--- src/rtl/ppc_params.svh ---
// Register map, field positions, reset images and timing counts of the pump / level config bank.
// Assumes it is included by the package and design files by its bare name.
`ifndef PPC_PARAMS_SVH
`define PPC_PARAMS_SVH

// ==========================================================
// register offsets (command page 1)
`define PPC_ADDR_PUMP_CTRL 8'h40
`define PPC_ADDR_NEG_CYC 8'h41
`define PPC_ADDR_GATE_CYC 8'h42
`define PPC_ADDR_EXT_CYC 8'h43
`define PPC_ADDR_POS_GAMMA 8'h50
`define PPC_ADDR_NEG_GAMMA 8'h51
`define PPC_ADDR_FWD_MSB 8'h52
`define PPC_ADDR_FWD_LSB 8'h53
`define PPC_ADDR_BWD_MSB 8'h54
`define PPC_ADDR_BWD_LSB 8'h55
`define PPC_ADDR_LVL_SRC 8'h56
`define PPC_ADDR_LVD 8'h58

// ==========================================================
// reset images (power-on, software and hardware reset alike)
`define PPC_RST_PUMP_CTRL 8'h33
`define PPC_RST_NEG_CYC 8'h33
`define PPC_RST_GATE_CYC 8'h44
`define PPC_RST_EXT_CYC 8'h55
`define PPC_RST_GAMMA 8'h95
`define PPC_RST_LVL_MSB 8'h00
`define PPC_RST_LVL_LSB 8'h7B
`define PPC_RST_LVL_SRC 8'h00
`define PPC_RST_LVD 8'h00

// ==========================================================
// field positions
`define PPC_EXT_MODE_MSB 6
`define PPC_EXT_MODE_LSB 5
`define PPC_FIXED_ONE_BIT 4
`define PPC_NEG_EN_BIT 1
`define PPC_GATE_EN_BIT 0
`define PPC_CYC_A_MSB 6
`define PPC_CYC_A_LSB 4
`define PPC_CYC_B_MSB 2
`define PPC_CYC_B_LSB 0
`define PPC_LVL_TOP_BIT 0
`define PPC_FWD_SRC_BIT 0
`define PPC_BWD_SRC_BIT 4
`define PPC_LVD_BIT 7
`define PPC_READ_ZERO 8'h00

// ==========================================================
// valid code ranges
`define PPC_GAMMA_MIN 8'h10
`define PPC_GAMMA_MAX 8'hEA
`define PPC_LEVEL_MIN 9'h010
`define PPC_LEVEL_MAX 9'h14D

// ==========================================================
// pumping cycle codes and half-periods counted in quarter-line ticks
`define PPC_CYC_16H 3'h0
`define PPC_CYC_8H 3'h1
`define PPC_CYC_4H 3'h2
`define PPC_CYC_2H 3'h3
`define PPC_CYC_1H 3'h4
`define PPC_CYC_HALF_H 3'h5
`define PPC_HP_16H 6'h20
`define PPC_HP_8H 6'h10
`define PPC_HP_4H 6'h08
`define PPC_HP_2H 6'h04
`define PPC_HP_1H 6'h02
`define PPC_HP_HALF_H 6'h01
`define PPC_HP_NONE 6'h00

`endif

--- src/rtl/ppc_pkg.sv ---
// Types and shared decode functions of the pump / level config bank.
// Assumes ppc_params.svh is on the include path.
`include "ppc_params.svh"

package ppc_pkg;

	typedef enum logic [1:0] {
		EXT_X1P5 = 2'b00,
		EXT_X2 = 2'b01,
		EXT_X3 = 2'b10,
		EXT_OFF = 2'b11
	} ppc_ext_mode_t;

	typedef struct packed {
		logic wr;
		logic rd;
		logic [7:0] addr;
		logic [7:0] data;
	} ppc_cmd_t;

	typedef struct packed {
		logic valid;
		logic [7:0] data;
	} ppc_rsp_t;

	// half-period of a pump clock in quarter-line ticks; zero for reserved codes
	function automatic logic [5:0] ppc_half_period(input logic [2:0] code);
		logic [5:0] hp;
		hp = `PPC_HP_NONE;
		case (code)
			`PPC_CYC_16H: hp = `PPC_HP_16H;
			`PPC_CYC_8H: hp = `PPC_HP_8H;
			`PPC_CYC_4H: hp = `PPC_HP_4H;
			`PPC_CYC_2H: hp = `PPC_HP_2H;
			`PPC_CYC_1H: hp = `PPC_HP_1H;
			`PPC_CYC_HALF_H: hp = `PPC_HP_HALF_H;
			default: hp = `PPC_HP_NONE;
		endcase
		return hp;
	endfunction

	function automatic logic ppc_gamma_ok(input logic [7:0] code);
		return (code >= `PPC_GAMMA_MIN) && (code <= `PPC_GAMMA_MAX);
	endfunction

	function automatic logic ppc_level_ok(input logic [8:0] code);
		return (code >= `PPC_LEVEL_MIN) && (code <= `PPC_LEVEL_MAX);
	endfunction

endpackage

--- src/rtl/ppc_cycle_gen.sv ---
// One pump clock: toggles every half-period of the selected pumping cycle.
// Assumes tick_i pulses four times per line period, synchronous to sys_clk_i.
`timescale 1ns/1ps
`include "ppc_params.svh"

module ppc_cycle_gen
	import ppc_pkg::*;
(
	input wire logic sys_clk_i,
	input wire logic reset_i,
	input wire logic tick_i,
	input wire logic enable_i,
	input wire logic [2:0] cycle_i,
	output logic pump_clk_o
);

	typedef struct packed {
		logic [5:0] cnt;
		logic clk;
	} ppc_gen_state_t;

	ppc_gen_state_t st_q;
	ppc_gen_state_t st_d;
	logic [5:0] hp;

	assign hp = ppc_half_period(cycle_i);

	// ==========================================================
	// counter
	always_comb begin
		st_d = st_q;
		if (reset_i || !enable_i || hp == `PPC_HP_NONE) begin
			// reserved codes stop the clock rather than guess a rate
			st_d = '0;
		end else if (tick_i) begin
			if (st_q.cnt >= hp - 6'h01) begin
				st_d.cnt = '0;
				st_d.clk = ~st_q.clk;
			end else begin
				st_d.cnt = st_q.cnt + 6'h01;
			end
		end
	end

	always_ff @(posedge sys_clk_i) begin
		st_q <= st_d;
	end

	assign pump_clk_o = st_q.clk;
endmodule

--- src/rtl/ppc_ext_clk.sv ---
// Non-overlapping clock pair to the external pump controller, shaped by the mode field.
// Assumes base_clk_i is the registered external pump clock from ppc_cycle_gen.
`timescale 1ns/1ps

module ppc_ext_clk
	import ppc_pkg::*;
(
	input wire logic sys_clk_i,
	input wire logic reset_i,
	input wire logic base_clk_i,
	input wire ppc_ext_mode_t mode_i,
	output logic pump_clock_out_pos_o,
	output logic pump_clock_out_neg_o
);

	typedef struct packed {
		logic prev;
		logic [1:0] ph;
		logic pos;
		logic neg;
	} ppc_ext_state_t;

	ppc_ext_state_t st_q;
	ppc_ext_state_t st_d;

	// ==========================================================
	// phase and waveform
	always_comb begin
		st_d = st_q;
		st_d.prev = base_clk_i;
		if (base_clk_i != st_q.prev) begin
			st_d.ph = st_q.ph + 2'h1;
		end
		case (mode_i)
			EXT_X1P5: begin
				st_d.pos = (st_d.ph == 2'h0);
				st_d.neg = (st_d.ph == 2'h2);
			end
			EXT_X2: begin
				st_d.pos = ~st_d.ph[0];
				st_d.neg = st_d.ph[0];
			end
			EXT_X3: begin
				st_d.pos = ~st_d.ph[1];
				st_d.neg = st_d.ph[1];
			end
			default: begin
				st_d.ph = '0;
				st_d.pos = 1'b0;
				st_d.neg = 1'b0;
			end
		endcase
		if (reset_i) begin
			st_d = '0;
		end
	end

	always_ff @(posedge sys_clk_i) begin
		st_q <= st_d;
	end

	assign pump_clock_out_pos_o = st_q.pos;
	assign pump_clock_out_neg_o = st_q.neg;
endmodule

--- src/rtl/ppc_regs.sv ---
// Pump clock, gamma reference and common level configuration bank with its pump clock outputs.
// Assumes host commands arrive as single-cycle strobes synchronous to sys_clk_i.
`timescale 1ns/1ps
`include "ppc_params.svh"

// Notes on behaviour
// mode 0..3 gives 1.5x, 2x, 3x waveforms, or both external outputs low.
// host sets the external mode before sleep-out when external pumping is used.
// negative-rail enable bit runs or stops that pump clock.
// gate-rail enable bit zero runs or stops that pump clock.
// cycle codes 0..5 mean 16, 8, 4, 2, 1, half line; others reserved.
// negative rail uses field A in normal mode, field B in idle.
// gate rails use field A in normal mode, field B in idle.
// external pump clock uses field A in normal mode, field B in idle.
// host picks the smallest step-up setting that still meets voltage.
// positive gamma code valid 10h to EAh, 12 mV per step.
// negative gamma code has the same range, opposite sign.
// forward level is nine bits from 52h bit 0 and 53h, scan flag zero.
// backward level is nine bits from 54h bit 0 and 55h, scan flag one.
// nine-bit level codes valid 010h to 14Dh, 12 mV per step.
// forward source bit picks register pair or stored memory value.
// backward source bit four picks register pair or stored memory value.
// memory programming sets the source bits without a host write.
// low-voltage detect runs when bit seven is 0, off when 1.
// all registers accept writes and reads in every power state.
// fixed bits read as their constants and ignore writes.
module ppc_regs
	import ppc_pkg::*;
(
	input wire logic sys_clk_i,
	input wire logic reset_i,
	input wire ppc_cmd_t cmd_i,
	output ppc_rsp_t rsp_o,
	input wire logic tick_i,
	input wire logic idle_mode_i,
	input wire logic vertical_scan_direction_i,
	input wire logic nvm_program_i,
	input wire logic [8:0] nvm_forward_level_i,
	input wire logic [8:0] nvm_backward_level_i,
	output logic negative_rail_pump_clk_o,
	output logic gate_rail_pump_clk_o,
	output logic pump_clock_out_pos_o,
	output logic pump_clock_out_neg_o,
	output logic [7:0] positive_gamma_reference_code_o,
	output logic [7:0] negative_gamma_reference_code_o,
	output logic gamma_codes_valid_o,
	output logic [8:0] common_level_o,
	output logic common_level_valid_o,
	output logic low_voltage_detect_en_o
);

	typedef struct packed {
		ppc_ext_mode_t ext_mode;
		logic neg_en;
		logic gate_en;
		logic [2:0] neg_a;
		logic [2:0] neg_b;
		logic [2:0] gate_a;
		logic [2:0] gate_b;
		logic [2:0] ext_a;
		logic [2:0] ext_b;
		logic [7:0] pos_gamma;
		logic [7:0] neg_gamma;
		logic [8:0] fwd_lvl;
		logic [8:0] bwd_lvl;
		logic fwd_src;
		logic bwd_src;
		logic lvd_off;
		ppc_rsp_t rsp;
		logic [8:0] level;
		logic level_ok;
		logic gamma_ok;
	} ppc_state_t;

	ppc_state_t st_q;
	ppc_state_t st_d;
	logic [2:0] neg_sel;
	logic [2:0] gate_sel;
	logic [2:0] ext_sel;
	logic ext_clk;

	// ==========================================================
	// register write: only stored fields are taken, fixed bits are dropped
	function automatic ppc_state_t reg_write(input ppc_state_t s, input logic [7:0] a, input logic [7:0] d);
		ppc_state_t r;
		r = s;
		if (a == `PPC_ADDR_PUMP_CTRL) begin
			r.ext_mode = ppc_ext_mode_t'(d[`PPC_EXT_MODE_MSB:`PPC_EXT_MODE_LSB]);
			r.neg_en = d[`PPC_NEG_EN_BIT];
			r.gate_en = d[`PPC_GATE_EN_BIT];
		end else if (a == `PPC_ADDR_NEG_CYC) begin
			r.neg_a = d[`PPC_CYC_A_MSB:`PPC_CYC_A_LSB];
			r.neg_b = d[`PPC_CYC_B_MSB:`PPC_CYC_B_LSB];
		end else if (a == `PPC_ADDR_GATE_CYC) begin
			r.gate_a = d[`PPC_CYC_A_MSB:`PPC_CYC_A_LSB];
			r.gate_b = d[`PPC_CYC_B_MSB:`PPC_CYC_B_LSB];
		end else if (a == `PPC_ADDR_EXT_CYC) begin
			r.ext_a = d[`PPC_CYC_A_MSB:`PPC_CYC_A_LSB];
			r.ext_b = d[`PPC_CYC_B_MSB:`PPC_CYC_B_LSB];
		end else if (a == `PPC_ADDR_POS_GAMMA) begin
			r.pos_gamma = d;
		end else if (a == `PPC_ADDR_NEG_GAMMA) begin
			r.neg_gamma = d;
		end else if (a == `PPC_ADDR_FWD_MSB) begin
			r.fwd_lvl[8] = d[`PPC_LVL_TOP_BIT];
		end else if (a == `PPC_ADDR_FWD_LSB) begin
			r.fwd_lvl[7:0] = d;
		end else if (a == `PPC_ADDR_BWD_MSB) begin
			r.bwd_lvl[8] = d[`PPC_LVL_TOP_BIT];
		end else if (a == `PPC_ADDR_BWD_LSB) begin
			r.bwd_lvl[7:0] = d;
		end else if (a == `PPC_ADDR_LVL_SRC) begin
			r.fwd_src = d[`PPC_FWD_SRC_BIT];
			r.bwd_src = d[`PPC_BWD_SRC_BIT];
		end else if (a == `PPC_ADDR_LVD) begin
			r.lvd_off = d[`PPC_LVD_BIT];
		end
		return r;
	endfunction

	// register read: fixed ones and zeros come back as constants
	function automatic logic [7:0] reg_read(input ppc_state_t s, input logic [7:0] a);
		logic [7:0] d;
		d = `PPC_READ_ZERO;
		if (a == `PPC_ADDR_PUMP_CTRL) begin
			d[`PPC_EXT_MODE_MSB:`PPC_EXT_MODE_LSB] = s.ext_mode;
			d[`PPC_FIXED_ONE_BIT] = 1'b1;
			d[`PPC_NEG_EN_BIT] = s.neg_en;
			d[`PPC_GATE_EN_BIT] = s.gate_en;
		end else if (a == `PPC_ADDR_NEG_CYC) begin
			d[`PPC_CYC_A_MSB:`PPC_CYC_A_LSB] = s.neg_a;
			d[`PPC_CYC_B_MSB:`PPC_CYC_B_LSB] = s.neg_b;
		end else if (a == `PPC_ADDR_GATE_CYC) begin
			d[`PPC_CYC_A_MSB:`PPC_CYC_A_LSB] = s.gate_a;
			d[`PPC_CYC_B_MSB:`PPC_CYC_B_LSB] = s.gate_b;
		end else if (a == `PPC_ADDR_EXT_CYC) begin
			d[`PPC_CYC_A_MSB:`PPC_CYC_A_LSB] = s.ext_a;
			d[`PPC_CYC_B_MSB:`PPC_CYC_B_LSB] = s.ext_b;
		end else if (a == `PPC_ADDR_POS_GAMMA) begin
			d = s.pos_gamma;
		end else if (a == `PPC_ADDR_NEG_GAMMA) begin
			d = s.neg_gamma;
		end else if (a == `PPC_ADDR_FWD_MSB) begin
			d[`PPC_LVL_TOP_BIT] = s.fwd_lvl[8];
		end else if (a == `PPC_ADDR_FWD_LSB) begin
			d = s.fwd_lvl[7:0];
		end else if (a == `PPC_ADDR_BWD_MSB) begin
			d[`PPC_LVL_TOP_BIT] = s.bwd_lvl[8];
		end else if (a == `PPC_ADDR_BWD_LSB) begin
			d = s.bwd_lvl[7:0];
		end else if (a == `PPC_ADDR_LVL_SRC) begin
			d[`PPC_FWD_SRC_BIT] = s.fwd_src;
			d[`PPC_BWD_SRC_BIT] = s.bwd_src;
		end else if (a == `PPC_ADDR_LVD) begin
			d[`PPC_LVD_BIT] = s.lvd_off;
		end
		return d;
	endfunction

	function automatic ppc_state_t reset_image();
		ppc_state_t r;
		r = '0;
		r = reg_write(r, `PPC_ADDR_PUMP_CTRL, `PPC_RST_PUMP_CTRL);
		r = reg_write(r, `PPC_ADDR_NEG_CYC, `PPC_RST_NEG_CYC);
		r = reg_write(r, `PPC_ADDR_GATE_CYC, `PPC_RST_GATE_CYC);
		r = reg_write(r, `PPC_ADDR_EXT_CYC, `PPC_RST_EXT_CYC);
		r = reg_write(r, `PPC_ADDR_POS_GAMMA, `PPC_RST_GAMMA);
		r = reg_write(r, `PPC_ADDR_NEG_GAMMA, `PPC_RST_GAMMA);
		r = reg_write(r, `PPC_ADDR_FWD_MSB, `PPC_RST_LVL_MSB);
		r = reg_write(r, `PPC_ADDR_FWD_LSB, `PPC_RST_LVL_LSB);
		r = reg_write(r, `PPC_ADDR_BWD_MSB, `PPC_RST_LVL_MSB);
		r = reg_write(r, `PPC_ADDR_BWD_LSB, `PPC_RST_LVL_LSB);
		r = reg_write(r, `PPC_ADDR_LVL_SRC, `PPC_RST_LVL_SRC);
		r = reg_write(r, `PPC_ADDR_LVD, `PPC_RST_LVD);
		return r;
	endfunction

	// ==========================================================
	// state update
	always_comb begin
		st_d = st_q;
		st_d.rsp = '0;
		// no power-state gating: sleep and idle leave the bank fully open
		if (cmd_i.wr) begin
			st_d = reg_write(st_d, cmd_i.addr, cmd_i.data);
		end
		if (cmd_i.rd) begin
			st_d.rsp.valid = 1'b1;
			st_d.rsp.data = reg_read(st_q, cmd_i.addr);
		end
		// programming beats a same-cycle host write of the source bits
		if (nvm_program_i) begin
			st_d.fwd_src = 1'b1;
			st_d.bwd_src = 1'b1;
		end
		if (!vertical_scan_direction_i) begin
			st_d.level = st_q.fwd_src ? nvm_forward_level_i : st_q.fwd_lvl;
		end else begin
			st_d.level = st_q.bwd_src ? nvm_backward_level_i : st_q.bwd_lvl;
		end
		st_d.level_ok = ppc_level_ok(st_d.level);
		st_d.gamma_ok = ppc_gamma_ok(st_d.pos_gamma) && ppc_gamma_ok(st_d.neg_gamma);
		if (reset_i) begin
			st_d = reset_image();
		end
	end

	always_ff @(posedge sys_clk_i) begin
		st_q <= st_d;
	end

	// ==========================================================
	// pump clocks
	assign neg_sel = idle_mode_i ? st_q.neg_b : st_q.neg_a;
	assign gate_sel = idle_mode_i ? st_q.gate_b : st_q.gate_a;
	assign ext_sel = idle_mode_i ? st_q.ext_b : st_q.ext_a;

	ppc_cycle_gen u_neg_gen (
		.sys_clk_i(sys_clk_i),
		.reset_i(reset_i),
		.tick_i(tick_i),
		.enable_i(st_q.neg_en),
		.cycle_i(neg_sel),
		.pump_clk_o(negative_rail_pump_clk_o)
	);

	ppc_cycle_gen u_gate_gen (
		.sys_clk_i(sys_clk_i),
		.reset_i(reset_i),
		.tick_i(tick_i),
		.enable_i(st_q.gate_en),
		.cycle_i(gate_sel),
		.pump_clk_o(gate_rail_pump_clk_o)
	);

	ppc_cycle_gen u_ext_gen (
		.sys_clk_i(sys_clk_i),
		.reset_i(reset_i),
		.tick_i(tick_i),
		.enable_i(st_q.ext_mode != EXT_OFF),
		.cycle_i(ext_sel),
		.pump_clk_o(ext_clk)
	);

	ppc_ext_clk u_ext_clk (
		.sys_clk_i(sys_clk_i),
		.reset_i(reset_i),
		.base_clk_i(ext_clk),
		.mode_i(st_q.ext_mode),
		.pump_clock_out_pos_o(pump_clock_out_pos_o),
		.pump_clock_out_neg_o(pump_clock_out_neg_o)
	);

	assign rsp_o = st_q.rsp;
	assign positive_gamma_reference_code_o = st_q.pos_gamma;
	assign negative_gamma_reference_code_o = st_q.neg_gamma;
	assign gamma_codes_valid_o = st_q.gamma_ok;
	assign common_level_o = st_q.level;
	assign common_level_valid_o = st_q.level_ok;
	assign low_voltage_detect_en_o = ~st_q.lvd_off;
endmodule

--- config.mk ---
export PLATFORM = sky130hd
export DESIGN_NAME = ppc_regs
export DESIGN_NICKNAME = d
export VERILOG_FILES = /design/src/rtl/ppc_pkg.sv /design/src/rtl/ppc_cycle_gen.sv /design/src/rtl/ppc_ext_clk.sv /design/src/rtl/ppc_regs.sv
export VERILOG_INCLUDE_DIRS = /design/src /design/src/rtl
export SDC_FILE = /design/constraint.sdc
export NUM_CORES = 1
export LEC_CHECK = 0
export BUFFER_PORTS_ARGS = -buffer_cell sky130_fd_sc_hd__buf_2
export CORE_ASPECT_RATIO = 1.2
export CORE_MARGIN = 2
export CORE_UTILIZATION = 45
export CTS_CLUSTER_DIAMETER = 100
export CTS_CLUSTER_SIZE = 12
export DETAILED_ROUTE_END_ITERATION = 10
export GPL_TIMING_DRIVEN = 0
export PLACE_DENSITY = 0.75
export SLEW_MARGIN = 25
export SYNTH_ARGS = -nofsm -noshare
export SYNTH_HDL_FRONTEND = slang
export SYNTH_HIERARCHICAL = 1
export SYNTH_SLANG_ARGS = --single-unit
--- constraint.sdc ---
create_clock -name sys_clk_i -period 4.5 [get_ports sys_clk_i]
set_clock_uncertainty 0.2 [all_clocks]
set_input_delay 0.675 -clock sys_clk_i [delete_from_list [all_inputs] [get_ports sys_clk_i]]
set_output_delay 0.675 -clock sys_clk_i [all_outputs]
set_load 0.03 [all_outputs]
; ---- After elaboration in Yosys (flattened, before gate mapping)
; Cells that the tools add are included.
[totals]
register_bits = 105
elab_cells = 215
output_inout_bits = 41
[classes]
n_lt_le_gt_ge = 9
n_addsub = 7
n_bitwise = 18
n_eq_ne = 42
n_mux = 68
reduce_logical = 38
[ops]
columns = op, count
row1 = 37-bit 2-to-1 mux, 4
row2 = 6-bit case mux with 6 select lines, 3
row3 = 8-bit by 7-bit == test with 1-bit output (second input constant), 12
row4 = 57-bit 2-to-1 mux, 1
row5 = 8-bit 2-to-1 mux, 7
row6 = 3-bit 2-to-1 mux, 12
row7 = 9-bit 2-to-1 mux, 4
row8 = 29-bit 2-to-1 mux, 1
row9 = 2-bit != test (second input constant), 11
row10 = 21-bit 2-to-1 mux, 1
row11 = 1-bit 2-to-1 mux, 20
row12 = 20-bit 2-to-1 mux, 1
row13 = 6-bit by 1-bit adder with 6-bit output (second input constant), 3
row14 = 3-bit by 2-bit == test with 1-bit output (second input constant), 6
row15 = 3-bit == test (second input constant), 6
row16 = 6-bit >= comparator, 3
row17 = 6-bit logical NOT, 3
row18 = 6-bit 2-to-1 mux, 3
row19 = 1-bit NOT, 18
row20 = 6-bit by 1-bit subtractor with 6-bit output (second input constant), 3
row21 = 8-bit by 5-bit >= comparator with 1-bit output (second input constant), 2
row22 = 8-bit <= comparator (second input constant), 2
row23 = 7-bit 2-to-1 mux, 2
row24 = 13-bit AND reduction, 1
row25 = 28 further kinds, 53

; ---- Longest topological paths before layout
; Gate-level depths: netlist of the first run.
[depth]
depth_word = 17
depth_mapped = 15
ltp_nobuf = 13

; ---- Modules after synthesis
; The synthesis of the first run kept the hierarchy.
[modules_own_cells]
columns = module, cells_per_inst, area_each_um2, n_inst
row1 = ppc_regs, 481, 4202.8, 1
row2 = ppc_cycle_gen, 62, 580.6, 3
row3 = ppc_ext_clk, 28, 241.5, 1

; ---- Least setup slack after synthesis of the first run
; Ideal clock, no wire load.
[synth_path]
path_type = input -> register
from = input port idle_mode_i
to = register u_ext_gen/st_q[1] (netlist bit)
setup_ps = 122
required_time_ps = 4178
setup_slack_ps = 1082
stages = 13
n_path_buf = 1
arrival_time_ps = 3096
path_cell_list = clkbuf_1 > mux2_2 > nand3b_1 > ha_1 > nor3b_1 > a21oi_1 > nor2_1 > a21oi_1 > ha_1 > nand3_4 > or2_4 > o211ai_4 > nor2_1
[synth_via]
elab_chain_len = 6
[synth_rtl]
columns = item, line_no
row1 = "start, declared", ppc_regs.sv:35  ; input wire logic idle_mode_i,
row2 = 3-bit 2-to-1 mux *, ppc_regs.sv:216  ; assign ext_sel = idle_mode_i ? st_q.ext_b : st_q.ext_a;
row3 = via ext_sel[1], ppc_regs.sv:79  ; logic [2:0] ext_sel;
row4 = 3-bit == test (tied with other cells), ppc_pkg.sv:30  ; case (code)
row5 = 6-bit case mux with 6 select lines *, ppc_pkg.sv:30
row6 = 6-bit by 1-bit subtractor with 6-bit output, ppc_cycle_gen.sv:36  ; if (st_q.cnt >= hp - 6'h01) begin
row7 = 6-bit >= comparator, ppc_cycle_gen.sv:36
row8 = 6-bit 2-to-1 mux, ppc_cycle_gen.sv:36
row9 = "end signal, assigned", ppc_cycle_gen.sv:46  ; st_q <= st_d;
row10 = "end, declared", ppc_cycle_gen.sv:22  ; ppc_gen_state_t st_q;
; Mark *: on every way through the listed nets, which the timed path passes. The rest lies on a longest branch.
; A chain may end at the register's enable or synchronous reset.

; ---- Final worst setup path of the first run
[layout_path]
from = input port idle_mode_i
to = register u_ext_gen/st_q[4] (netlist bit)
; Same word-level chain as after synthesis.

==> summary.txt, run 1 <==
OUTCOME
-------------------------------------------------------------------------------
Run status                                                         finished clean

SYNTH
-------------------------------------------------------------------------------
Cell count after synthesis                                                  695
Warnings, synthesis                                                           6
Post-synthesis average cell area                                     8.90 sq um
Synth area leaders                                                 sky130_fd_sc_hd__dfxtp_1, sky130_fd_sc_hd__mux2i_1, sky130_fd_sc_hd__nor2_1, sky130_fd_sc_hd__ha_1, sky130_fd_sc_hd__a211o_1
Number of flops mapped to enable cells by yosys                               0
Sequential-to-total area share from yosys stat                            34.0%
Count leader, synth                                                sky130_fd_sc_hd__nor2_1
Synthesis-stage register bit count                                          105
Share of Yosys cell area claimed by the top area cell type                34.0%
Commonest cells post-synth                                         sky130_fd_sc_hd__nor2_1, sky130_fd_sc_hd__dfxtp_1, sky130_fd_sc_hd__mux2i_1, sky130_fd_sc_hd__buf_4, sky130_fd_sc_hd__a211o_1
Share of flip-flops with an asynchronous set or reset                        0%
Most area-hungry cell type in the Yosys netlist                    sky130_fd_sc_hd__dfxtp_1
Predominant post-synthesis flop cell                               sky130_fd_sc_hd__dfxtp_1
Number of library cell types mapped by synthesis                             67
Post-synth net total                                                        764
Post-Synthesis Cell Area                                           0.00619 sq mm

CLOCK NETWORK
-------------------------------------------------------------------------------
TritonCTS Buffers                                                             9
PostCTS Resize Cnt                                                            0
Post-CTS setup buffer count                                                   0
CTS root buf                                                       sky130_fd_sc_hd__clkbuf_16
Clock sink count                                                            105
Clock Pin Slew Worst Setup and Hold Paths                                 70 ps
Worst-Skew Late Latency                                                  350 ps
CTS Hold Buffers Added                                                        0
Number of buffers on the longest clock path                                   2
Depth of the CTS H-tree                                                       3
CTS tree                                                                    yes

JOB
-------------------------------------------------------------------------------
Number of max-cap violations                                                  0

CELLS AND AREA
-------------------------------------------------------------------------------
Number of diodes                                                              0
Final standard cell area without fillers                           0.00708 sq mm
Final cell count without fillers                                            957
Ratio of cells with drive above 1 in the final layout                     23.3%
Synth-to-layout area growth                                               14.5%
Utilization after layout                                                  53.0%
Post-layout nets                                                            854

FLOORPLAN
-------------------------------------------------------------------------------
Num rows                                                                     46
DIE WIDTH                                                                111 um
DIE AREA                                                           0.0147 sq mm
Vertical die dimension                                                   132 um
Initial core utilization                                                  46.3%
Core Area                                                          0.0134 sq mm
Ports placed on the boundary                                                 83

ROUTE
-------------------------------------------------------------------------------
Average wire per standard cell                                          16.9 um
1st-iter DRT viols                                                          383
Via count                                                                  5286
Detailed-route wire length                                             16200 um
Final routed DRC violation total                                              0
Vias per cell                                                              5.52
Number of nets with antenna violations after routing                          0
Length of the first detailed-routing pass in iterations                       5

GRT
-------------------------------------------------------------------------------
Total GRT Usage                                                           22.2%
Antenna violations before repair                                              0
Remaining global-route overflow                                               0
Number of global-route vias before repair                                  5026
Maximum number of pins on one net before global-route repair                 16
First-pass GRT wire length                                             26300 um

STA
-------------------------------------------------------------------------------
Setup repair after global routing missed its margin                          no
Final worst path period share                                             76.1%
Slew Viols, Final                                                             0
Fmax achieved                                                         0.292 GHz
Worst hold slack                                                         266 ps
Worst-margin pin slew                                                    684 ps
Crit path setup slack, layout                                           1080 ps
Minimum clock period                                                    3420 ps
Setup Viol. Count Final                                                       0
Setup TNS after final layout                                               0 ps
Normalized max-slew margin                                                54.4%
Final count of hold timing violations                                         0

MIN PATH
-------------------------------------------------------------------------------
Hold WC Path Type                                                  flip-flop to flip-flop

PWR
-------------------------------------------------------------------------------
Share of power burned in registers                                        47.4%
Net switching share of the total power                                    26.1%
Proportion of power drawn by combinational gates                          13.9%
Power density cells                                                 288 mW/mm^2
Clock network fraction of design power                                    38.7%
Leakage power summed over all cells                                     3.11 nW
Power Total                                                             2.04 mW
Net switching component of the power                                   0.531 mW
Internal Pwr Total                                                      1.51 mW
IR drop worst, VDD                                                   0.000146 V

PLACEMENT
-------------------------------------------------------------------------------
Final weighted congestion of routability-driven global placement          0.976
Pre-CTS setup slack                                                      691 ps
Number of port buffers                                                       79
HPWL after detailed placement                                          12400 um
Placed cell count                                                           942
Cell area reported after detailed placement                        0.00679 sq mm

CRITICAL PATH
-------------------------------------------------------------------------------
Crit path launch type                                                input port
Worst EP required                                                       4530 ps
Kind of critical path                                              input port to flip-flop
Critical path peak fanout                                                    10
Crit path DAT                                                           3450 ps
Kind of end point of the critical path                                flip-flop

## cells by family after synthesis
kind of cell	after synthesis	share of synthesized area, %
simple gates	232	19.7
compound gates	145	18.4
flops	105	34.0
buf+inv	101	8.90
mux	60	9.97
fa+ha+maj	28	5.64
xor+xnor	24	3.40
## critical path, stage by stage
cell	delay (ps)
sky130_fd_sc_hd__clkbuf_1	440
sky130_fd_sc_hd__mux2_2	460
sky130_fd_sc_hd__nand3b_1	240
sky130_fd_sc_hd__ha_1	270
sky130_fd_sc_hd__nor3b_1	190
sky130_fd_sc_hd__a21oi_1	60
sky130_fd_sc_hd__nor2_1	90
sky130_fd_sc_hd__a21oi_1	60
sky130_fd_sc_hd__ha_1	320
sky130_fd_sc_hd__nand3_4	80
sky130_fd_sc_hd__or2_4	270
sky130_fd_sc_hd__o211ai_4	230
sky130_fd_sc_hd__nor2_1	70
## registers in the layout, summed over array words and instances (netlist names)
register	cells
u_ext_gen/st_q	6
u_neg_gen/st_q	6
u_ext_clk/st_q	3
u_ext_clk/pump_clock_out_neg_o	1
common_level_o	9
u_gate_gen/pump_clk_o	1
rsp_o	9
gamma_codes_valid_o	1
u_neg_gen/pump_clk_o	1
u_gate_gen/st_q	6
u_ext_gen/pump_clk_o	1
negative_gamma_reference_code_o	8
common_level_valid_o	1
u_ext_clk/pump_clock_out_pos_o	1
st_q	43
positive_gamma_reference_code_o	8
## power groups by stage
stage	clock network (mW)	logic, mW	registers, mW
finish	0.788	0.283	0.966
CTS	0.805	0.283	0.966
floorplan	0	0.187	0.996
detailed placement	0	0.282	0.987
global placement	0	0.280	0.987
global route	0.841	0.308	0.968
## area by class of cell
cell class | count | area, sq um
inverters | 28 | 105
clock inverters | 2 | 38.8
flip-flops and latches | 105 | 2100
fillers | 1281 | 6270
multi-input cells | 489 | 3530
plain buffers | 73 | 445
well taps | 168 | 210
clock buffers | 13 | 250
repair buffers | 79 | 395
## path summary, 6_finish.rpt
path,from,endpoint,slack [ps],depth (start not counted)
worst max-delay path,idle_mode_i,u_ext_gen/st_q[4]$_SDFFE_PP0P_,1080,13
worst min-delay path,st_q[62]$_SDFFE_PP1P_,st_q[62]$_SDFFE_PP1P_,270,1
worst max register to register,st_q[62]$_SDFFE_PP1P_,u_ext_gen/st_q[4]$_SDFFE_PP0P_,1590,14
worst min register to register,st_q[62]$_SDFFE_PP1P_,st_q[62]$_SDFFE_PP1P_,270,1
## layer usage
metal | up-vias | routed length [um] | global-route usage [%]
met5 | - | 0 | 0
met4 | 0 | 710 | 11.3
met3 | 46 | 809 | 3.85
met2 | 151 | 7710 | 37.4
met1 | 2470 | 6930 | 27.2
li1 | 2619 | - | -
## layout by cell type, fill, tap and decap left out, types with 7 or more instances in the layout
cell	count
sky130_fd_sc_hd__nand4_1	12
sky130_fd_sc_hd__a211oi_1	16
sky130_fd_sc_hd__a211o_1	33
sky130_fd_sc_hd__dfxtp_1	105
sky130_fd_sc_hd__nand2b_1	14
sky130_fd_sc_hd__nor2b_1	11
sky130_fd_sc_hd__nand3b_1	10
sky130_fd_sc_hd__a21oi_1	29
sky130_fd_sc_hd__buf_2	87
sky130_fd_sc_hd__mux2_2	13
sky130_fd_sc_hd__xor2_1	16
sky130_fd_sc_hd__clkbuf_16	9
sky130_fd_sc_hd__o21ai_0	14
sky130_fd_sc_hd__nor2_1	109
sky130_fd_sc_hd__nand2_1	27
sky130_fd_sc_hd__buf_4	35
sky130_fd_sc_hd__clkbuf_1	24
sky130_fd_sc_hd__xnor2_1	8
sky130_fd_sc_hd__ha_1	27
sky130_fd_sc_hd__nand3_1	12
sky130_fd_sc_hd__inv_1	28
sky130_fd_sc_hd__nor4_1	7
sky130_fd_sc_hd__mux2i_1	47
Note: power is estimated with default switching activity, not from simulation.
==> run 2: changes to the inputs <==
Settings changed: ABC_AREA set to 1, PLACE_DENSITY 0.75 to 0.77.
Clock period 4.5 ns to 3.05 ns, I/O delays scaled along.
==> run 2 against run 1 <==
  * Synthesized cell count is 26% higher
  * Via count up 11%
  * Count of clock-buffer cells in the layout fell by 3
  * Die area down 1.0%
  * Final cell count increased by 19%
  * Critical path type unchanged
  * Highest routed layer unchanged
  * Sequential power rose by 48%
  * Hold slack lost 86 ps
  * Flip-flop and latch count unchanged
  * Global-route usage decreased by 0.87 points
  * First-iteration DRC count is 0.78% lower
  * Non-clock buffer count fell by 15
==> summary.txt, run 2 <==
SYNTH
-------------------------------------------------------------------------------------
Combinational family with the most area after synthesis                  simple AND/OR/NAND/NOR gates
Commonest cells post-synth                                               sky130_fd_sc_hd__nand2_1, sky130_fd_sc_hd__dfxtp_1, sky130_fd_sc_hd__inv_1, sky130_fd_sc_hd__nor2_1, sky130_fd_sc_hd__a21oi_1
Count leader, synth                                                      sky130_fd_sc_hd__nand2_1
Share of flip-flops with an asynchronous set or reset                              0%
Post-synth net total                                                              947
Fraction of the mapped netlist area in adder cells                              5.52%
Post-Synthesis Cell Area                                                 0.00612 sq mm
Synth area leaders                                                       sky130_fd_sc_hd__dfxtp_1, sky130_fd_sc_hd__nand2_1, sky130_fd_sc_hd__inv_1, sky130_fd_sc_hd__a21oi_1, sky130_fd_sc_hd__ha_1
Sequential-to-total area share from yosys stat                                  34.3%
Synthesis-stage register bit count                                                105
Most area-hungry cell type in the Yosys netlist                          sky130_fd_sc_hd__dfxtp_1
Post-synthesis average cell area                                           6.97 sq um
Post-synthesis share of cell area spent on and, or, nand and nor gates          29.6%
Mux share of post-synthesis cell area                                          0.675%
Cell count after synthesis                                                        878
Predominant post-synthesis flop cell                                     sky130_fd_sc_hd__dfxtp_1
Share of Yosys cell area claimed by the top area cell type                      34.3%
Number of library cell types mapped by synthesis                                   40
Synth Area in Compound Gates                                                    14.9%
Number of flops mapped to enable cells by yosys                                     0
XOR/XNOR share of the synthesized area                                          2.15%
Warnings, synthesis                                                                 6

JOB
-------------------------------------------------------------------------------------
Number of max-cap violations                                                        0

PLACEMENT
-------------------------------------------------------------------------------------
Placed cell count                                                                1125
HPWL after detailed placement                                                12200 um
Final weighted congestion of routability-driven global placement                0.917
Pre-CTS setup slack                                                           -429 ps
Cell area reported after detailed placement                              0.00673 sq mm
Number of port buffers                                                             79

CRITICAL PATH
-------------------------------------------------------------------------------------
Kind of critical path                                                    input port to flip-flop
Critical path peak fanout                                                          10
Slowest stage cell, crit path                                            sky130_fd_sc_hd__ha_1
Crit path launch type                                                      input port
Worst stage delay on the critical path                                         300 ps
Worst EP required                                                             3140 ps
Ordered cell list for the critical path                                  clkbuf_2 > clkbuf_2 > nand2_1 > o21ai_0 > nand3_1 > ha_1 > o21bai_1 > nand3_1 > ha_1 > nand2_1 > inv_1 > a21oi_1 > nand2_1 > nand2_1 > nand2_2 > nor2_1
Crit path DAT                                                                 2900 ps
Most common cell type on the critical path                               sky130_fd_sc_hd__nand2_1
Kind of end point of the critical path                                      flip-flop
Depth of the worst register-to-register path                                       14

ROUTE
-------------------------------------------------------------------------------------
Via count                                                                        5858
Average wire per standard cell                                                13.8 um
Length of the first detailed-routing pass in iterations                             5
Detailed-route wire length                                                   15800 um
Number of nets with antenna violations after routing                                0
Final routed DRC violation total                                                    0
1st-iter DRT viols                                                                380
Vias per cell                                                                    5.13

STA
-------------------------------------------------------------------------------------
Setup TNS after final layout                                                     0 ps
Normalized max-slew margin                                                      54.5%
Fmax achieved                                                               0.355 GHz
Minimum clock period                                                          2810 ps
Final count of hold timing violations                                               0
Final worst path period share                                                   92.2%
Worst-margin pin slew                                                          683 ps
Crit path setup slack, layout                                                  237 ps
Slew Viols, Final                                                                   0
Setup Viol. Count Final                                                             0
Worst hold slack                                                               180 ps

CELLS AND AREA
-------------------------------------------------------------------------------------
Synth-to-layout area growth                                                     14.9%
Final cell count without fillers                                                 1142
Utilization after layout                                                        53.1%
Ratio of cells with drive above 1 in the final layout                           19.6%
Final standard cell area without fillers                                 0.00703 sq mm
Max reg flops                                                                      43
Post-layout nets                                                                 1039
Number of diodes                                                                    0
Register name with the most flops                                                st_q
Commonest non-fill, non-tap cell in the layout                           sky130_fd_sc_hd__nand2_1
Leading cell types in the layout, fill and taps excluded                 sky130_fd_sc_hd__nand2_1, sky130_fd_sc_hd__dfxtp_1, sky130_fd_sc_hd__inv_1

GRT
-------------------------------------------------------------------------------------
Maximum number of pins on one net before global-route repair                       17
Total GRT Usage                                                                 21.3%
Remaining global-route overflow                                                     0
Antenna violations before repair                                                    0
First-pass GRT wire length                                                   25400 um
Number of global-route vias before repair                                        5315

PWR
-------------------------------------------------------------------------------------
Leakage power summed over all cells                                           3.55 nW
Power density cells                                                       426 mW/mm^2
IR drop worst, VDD                                                         0.000234 V
Power Total                                                                   2.99 mW

MIN PATH
-------------------------------------------------------------------------------------
Hold WC Path Type                                                        input port to flip-flop
Cell depth of the worst min-delay path                                              3

FLOORPLAN
-------------------------------------------------------------------------------------
Num rows                                                                           46
DIE AREA                                                                 0.0146 sq mm
Initial core utilization                                                        46.2%
DIE WIDTH                                                                      110 um
Vertical die dimension                                                         132 um
Ports placed on the boundary                                                       83
Core Area                                                                0.0132 sq mm

CLOCK NETWORK
-------------------------------------------------------------------------------------
Number of buffers on the longest clock path                                         2
Clock sink count                                                                  105
Worst-Skew Late Latency                                                        350 ps
TritonCTS Buffers                                                                   9
CTS Hold Buffers Added                                                              0
Clock Pin Slew Worst Setup and Hold Paths                                       70 ps
CTS tree                                                                          yes
CTS root buf                                                             sky130_fd_sc_hd__clkbuf_16
Depth of the CTS H-tree                                                             3

OUTCOME
-------------------------------------------------------------------------------------
Run status                                                               finished clean

## run 2: cell type report
type | instances | area [sq um]
tap | 168 | 210
clock buffer | 10 | 229
timing repair buffer | 81 | 410
fill | 1327 | 6210
clock inverter | 5 | 57.6
sequential | 105 | 2100
buffer | 56 | 385
inverter | 106 | 398
multi-input combinational | 611 | 3240
## run 2: logic make-up (layout without fill, tap and decap cells)
logic type,count (synthesis),after routing
AOI/OAI and AO/OA,169,169
xor gates and xnor gates,15,15
adders and majority gates,27,27
buffers and inverters,162,258
DFF,105,105
muxes,4,4
and+or+nand+nor,396,396
## run 2: worst paths after layout
kind,startpoint,end,slack (ps)
worst max-delay path,idle_mode_i,u_neg_gen/st_q[3]$_SDFFE_PP0P_,240
worst min register to register,st_q[20]$_SDFFE_PP0P_,st_q[20]$_SDFFE_PP0P_,270
worst min-delay path,cmd_i[4],st_q[36]$_SDFFE_PP1P_,180
worst max register to register,st_q[74]$_SDFFE_PP0P_,u_neg_gen/st_q[3]$_SDFFE_PP0P_,240
## run 2: report_power, final
group,internal (mW),switching [mW],total [mW]
clock network,0.633,0.523,1.16
logic,0.142,0.265,0.407
registers,1.41,0.0257,1.43
## run 2: routing by layer
metal | vias up | wire length (um) | GRT usage, %
li1 | 2982 | - | -
met1 | 2647 | 6690 | 26.6
met2 | 192 | 7670 | 36.4
met3 | 37 | 850 | 3.40
met4 | 0 | 572 | 9.03
met5 | - | 0 | 0
## run 2: worst max-delay path: cells and delay by family
| kind | cells | cell delay, ps |
|---|---|---|
| buffers and inverters | 3 | 480 |
| and+or+nand+nor | 8 | 890 |
| AOI/OAI and AO/OA | 3 | 540 |
| adders and majority gates | 2 | 520 |
## run 2: what timing repair did
| action | in CTS | in global routing |
|---|---|---|
| buffers inserted | 0 | 2 |
| resized for setup | 1 | 5 |
| endpoints found under the setup margin | 20 | 21 |
| cloned | 0 | 0 |
| pin swaps | 0 | 2 |
==> run 3: changes to the inputs <==
Settings changed: BUFFER_PORTS_ARGS -buffer_cell sky130_fd_sc_hd__buf_2 to unset, CORE_MARGIN 2 to 4, DONT_BUFFER_PORTS set to 1, PLACE_DENSITY 0.77 to 0.72, REMOVE_ABC_BUFFERS set to 1.
==> run 3 against run 2 <==
  * Critical path depth down 1
  * Sequential share of layout area up 3.8 points
  * Non-clock buffer count down 136
  * Power down 4.2%
  * Clock power about the same
  * Largest cell class unchanged
  * Flip-flop and latch count unchanged
  * Combinational power down 38%
  * Hold slack worse by 170 ps
  * First-iteration DRC count down 1.8%
  * Register-to-register slack better by 100 ps
==> summary.txt, run 3 (same netlist as run 2, synthesis figures left out) <==
CRITICAL PATH
-------------------------------------------------------------------------------
Kind of end point of the critical path                                flip-flop
Critical path peak fanout                                                     6
Slowest stage cell, crit path                                      sky130_fd_sc_hd__dfxtp_1
Worst stage delay on the critical path                                   370 ps
Crit path DAT                                                           2800 ps
Kind of critical path                                              flip-flop to flip-flop
Crit path launch type                                                 flip-flop
Worst EP required                                                       3140 ps
Ordered cell list for the critical path                            inv_1 > o21ai_0 > inv_1 > nand3_1 > ha_1 > o21bai_1 > nand3_1 > ha_1 > nand2_1 > inv_1 > a21oi_1 > nand2_1 > nand2_1 > nand2_2 > nor2_1

STA
-------------------------------------------------------------------------------
Minimum clock period                                                    2710 ps
Fmax achieved                                                         0.369 GHz
Final worst path period share                                             88.9%
Slew Viols, Final                                                             0
Worst-margin pin slew                                                   1020 ps
Setup repair after global routing missed its margin                          no
Normalized max-slew margin                                                31.8%
Setup Viol. Count Final                                                       0
Setup TNS after final layout                                               0 ps
Final count of hold timing violations                                         0

ROUTE
-------------------------------------------------------------------------------
Final routed DRC violation total                                              0
Number of nets with antenna violations after routing                          0
Via count                                                                  5321
Average wire per standard cell                                          15.2 um
Length of the first detailed-routing pass in iterations                       6
Vias per cell                                                              5.28
Detailed-route wire length                                             15300 um
1st-iter DRT viols                                                          373

GRT
-------------------------------------------------------------------------------
Maximum number of pins on one net before global-route repair                 41
First-pass GRT wire length                                             25500 um
Number of global-route vias before repair                                  5132
Antenna violations before repair                                              0
Remaining global-route overflow                                               0
Total GRT Usage                                                           20.6%

PWR
-------------------------------------------------------------------------------
Power density cells                                                 460 mW/mm^2
Net switching share of the total power                                    27.5%
IR drop worst, VDD                                                   0.000309 V
Net switching component of the power                                   0.789 mW
Share of power burned in registers                                        51.7%
Clock network fraction of design power                                    39.5%
Proportion of power drawn by combinational gates                           8.8%
Internal Pwr Total                                                      2.08 mW
Leakage power summed over all cells                                     2.98 nW
Power Total                                                             2.87 mW

FLOORPLAN
-------------------------------------------------------------------------------
Num rows                                                                     46
Vertical die dimension                                                   136 um
Initial core utilization                                                  46.0%
DIE WIDTH                                                                114 um
Core Area                                                          0.0133 sq mm
Ports placed on the boundary                                                 83
DIE AREA                                                           0.0155 sq mm

CLOCK NETWORK
-------------------------------------------------------------------------------
Depth of the CTS H-tree                                                       3
CTS tree                                                                    yes
Clock sink count                                                            105
Worst-Skew Late Latency                                                  360 ps
TritonCTS Buffers                                                             9
Number of buffers on the longest clock path                                   2
CTS root buf                                                       sky130_fd_sc_hd__clkbuf_16
Clock Pin Slew Worst Setup and Hold Paths                                 70 ps

CELLS AND AREA
-------------------------------------------------------------------------------
Commonest non-fill, non-tap cell in the layout                     sky130_fd_sc_hd__nand2_1
Leading cell types in the layout, fill and taps excluded           sky130_fd_sc_hd__nand2_1, sky130_fd_sc_hd__dfxtp_1, sky130_fd_sc_hd__inv_1
Register name with the most flops                                          st_q
Layout fillers                                                             1338
Synth-to-layout area growth                                               1.94%
Max reg flops                                                                43
Post-layout nets                                                            903
Number of diodes                                                              0
Ratio of cells with drive above 1 in the final layout                     7.99%

JOB
-------------------------------------------------------------------------------
Number of max-cap violations                                                  0

PLACEMENT
-------------------------------------------------------------------------------
HPWL after detailed placement                                          11300 um
Final weighted congestion of routability-driven global placement          0.885
Number of port buffers                                                        0

OUTCOME
-------------------------------------------------------------------------------
Run status                                                         finished clean

MIN PATH
-------------------------------------------------------------------------------
Hold WC Path Type                                                  input port to flip-flop

[run 3: cell count changes in the layout (fill, tap and decap cells not counted), moves of 2 or more]
cell	before	now
sky130_fd_sc_hd__buf_6	5	0
sky130_fd_sc_hd__clkbuf_2	2	0
sky130_fd_sc_hd__buf_4	37	0
sky130_fd_sc_hd__o21ai_1	15	17
sky130_fd_sc_hd__buf_2	82	0
sky130_fd_sc_hd__o21ai_0	56	54
sky130_fd_sc_hd__clkbuf_1	11	1
[run 3: power groups by stage]
stage	Sequential (mW)	Combinational, mW	Clock (mW)
2_1_floorplan	1.50	0.197	0
3_3_place_gp	1.52	0.239	0
3_5_place_dp	1.52	0.245	0
4_1_cts	1.48	0.254	1.14
5_1_grt	1.49	0.296	1.20
6_report	1.48	0.253	1.13
[run 3: repair_timing]
item                       4_1_cts  5_1_grt
buffers inserted                 0        0
setup endpoints to repair        0       19
hold buffers                     1        0
gates resized for setup          0        5
hold endpoints to repair        22        0
[run 3: final timing paths]
check / start / to / slack [ps] / depth (start not counted)
setup reg to reg: st_q[61]$_SDFFE_PP0P_ / u_ext_gen/st_q[3]$_SDFFE_PP0P_ / 340 / 15
hold reg to reg: st_q[30]$_SDFFE_PP0P_ / st_q[30]$_SDFFE_PP0P_ / 270 / 2
hold / removal: reset_i / st_q[69]$_SDFFE_PP1P_ / 10 / 2
setup / recovery: st_q[61]$_SDFFE_PP0P_ / u_ext_gen/st_q[3]$_SDFFE_PP0P_ / 340 / 15
[run 3: worst max-delay path: cells and delay by family, from the launching register on]
kind	cells	cell delay [ps]
compound gates	3	620
simple gates	7	740
fa+ha+maj	2	510
buf+inv	3	210
flops	1	370
[run 3: final cells by class]
type	count	area (sq um)	area share [%]
tap	168	210	3.37
clock inverter	5	38.8	0.622
inverter	106	398	6.38
clock buffer	11	243	3.89
multi-input combinational	611	3240	51.9
timing repair buffer	1	10.0	0.160
sequential	105	2100	33.7
[run 3: metal layers]
layer / up-vias / wire length [um] / track usage, %
met2: 190 / 7250 / 33.8
met3: 30 / 1170 / 5.36
met4: 0 / 409 / 7.52
met5: - / 0 / 0
li1: 2708 / - / -
met1: 2393 / 6500 / 25.8
[run 3: metrics by stage]
step           setup WS [ps]  cell area [sq um]  std cells  utilization, %  hold slack, ps
2_1_floorplan            484               5740        822               -             238
3_3_place_gp             152               5950        990            44.7             249
3_5_place_dp            70.9               5950        990            44.7             251
4_1_cts                  137               6240       1007            46.9            9.34
5_1_grt                 7.36               6240       1007            46.9            15.6
6_report                 337               6240       1007            46.9            10.4
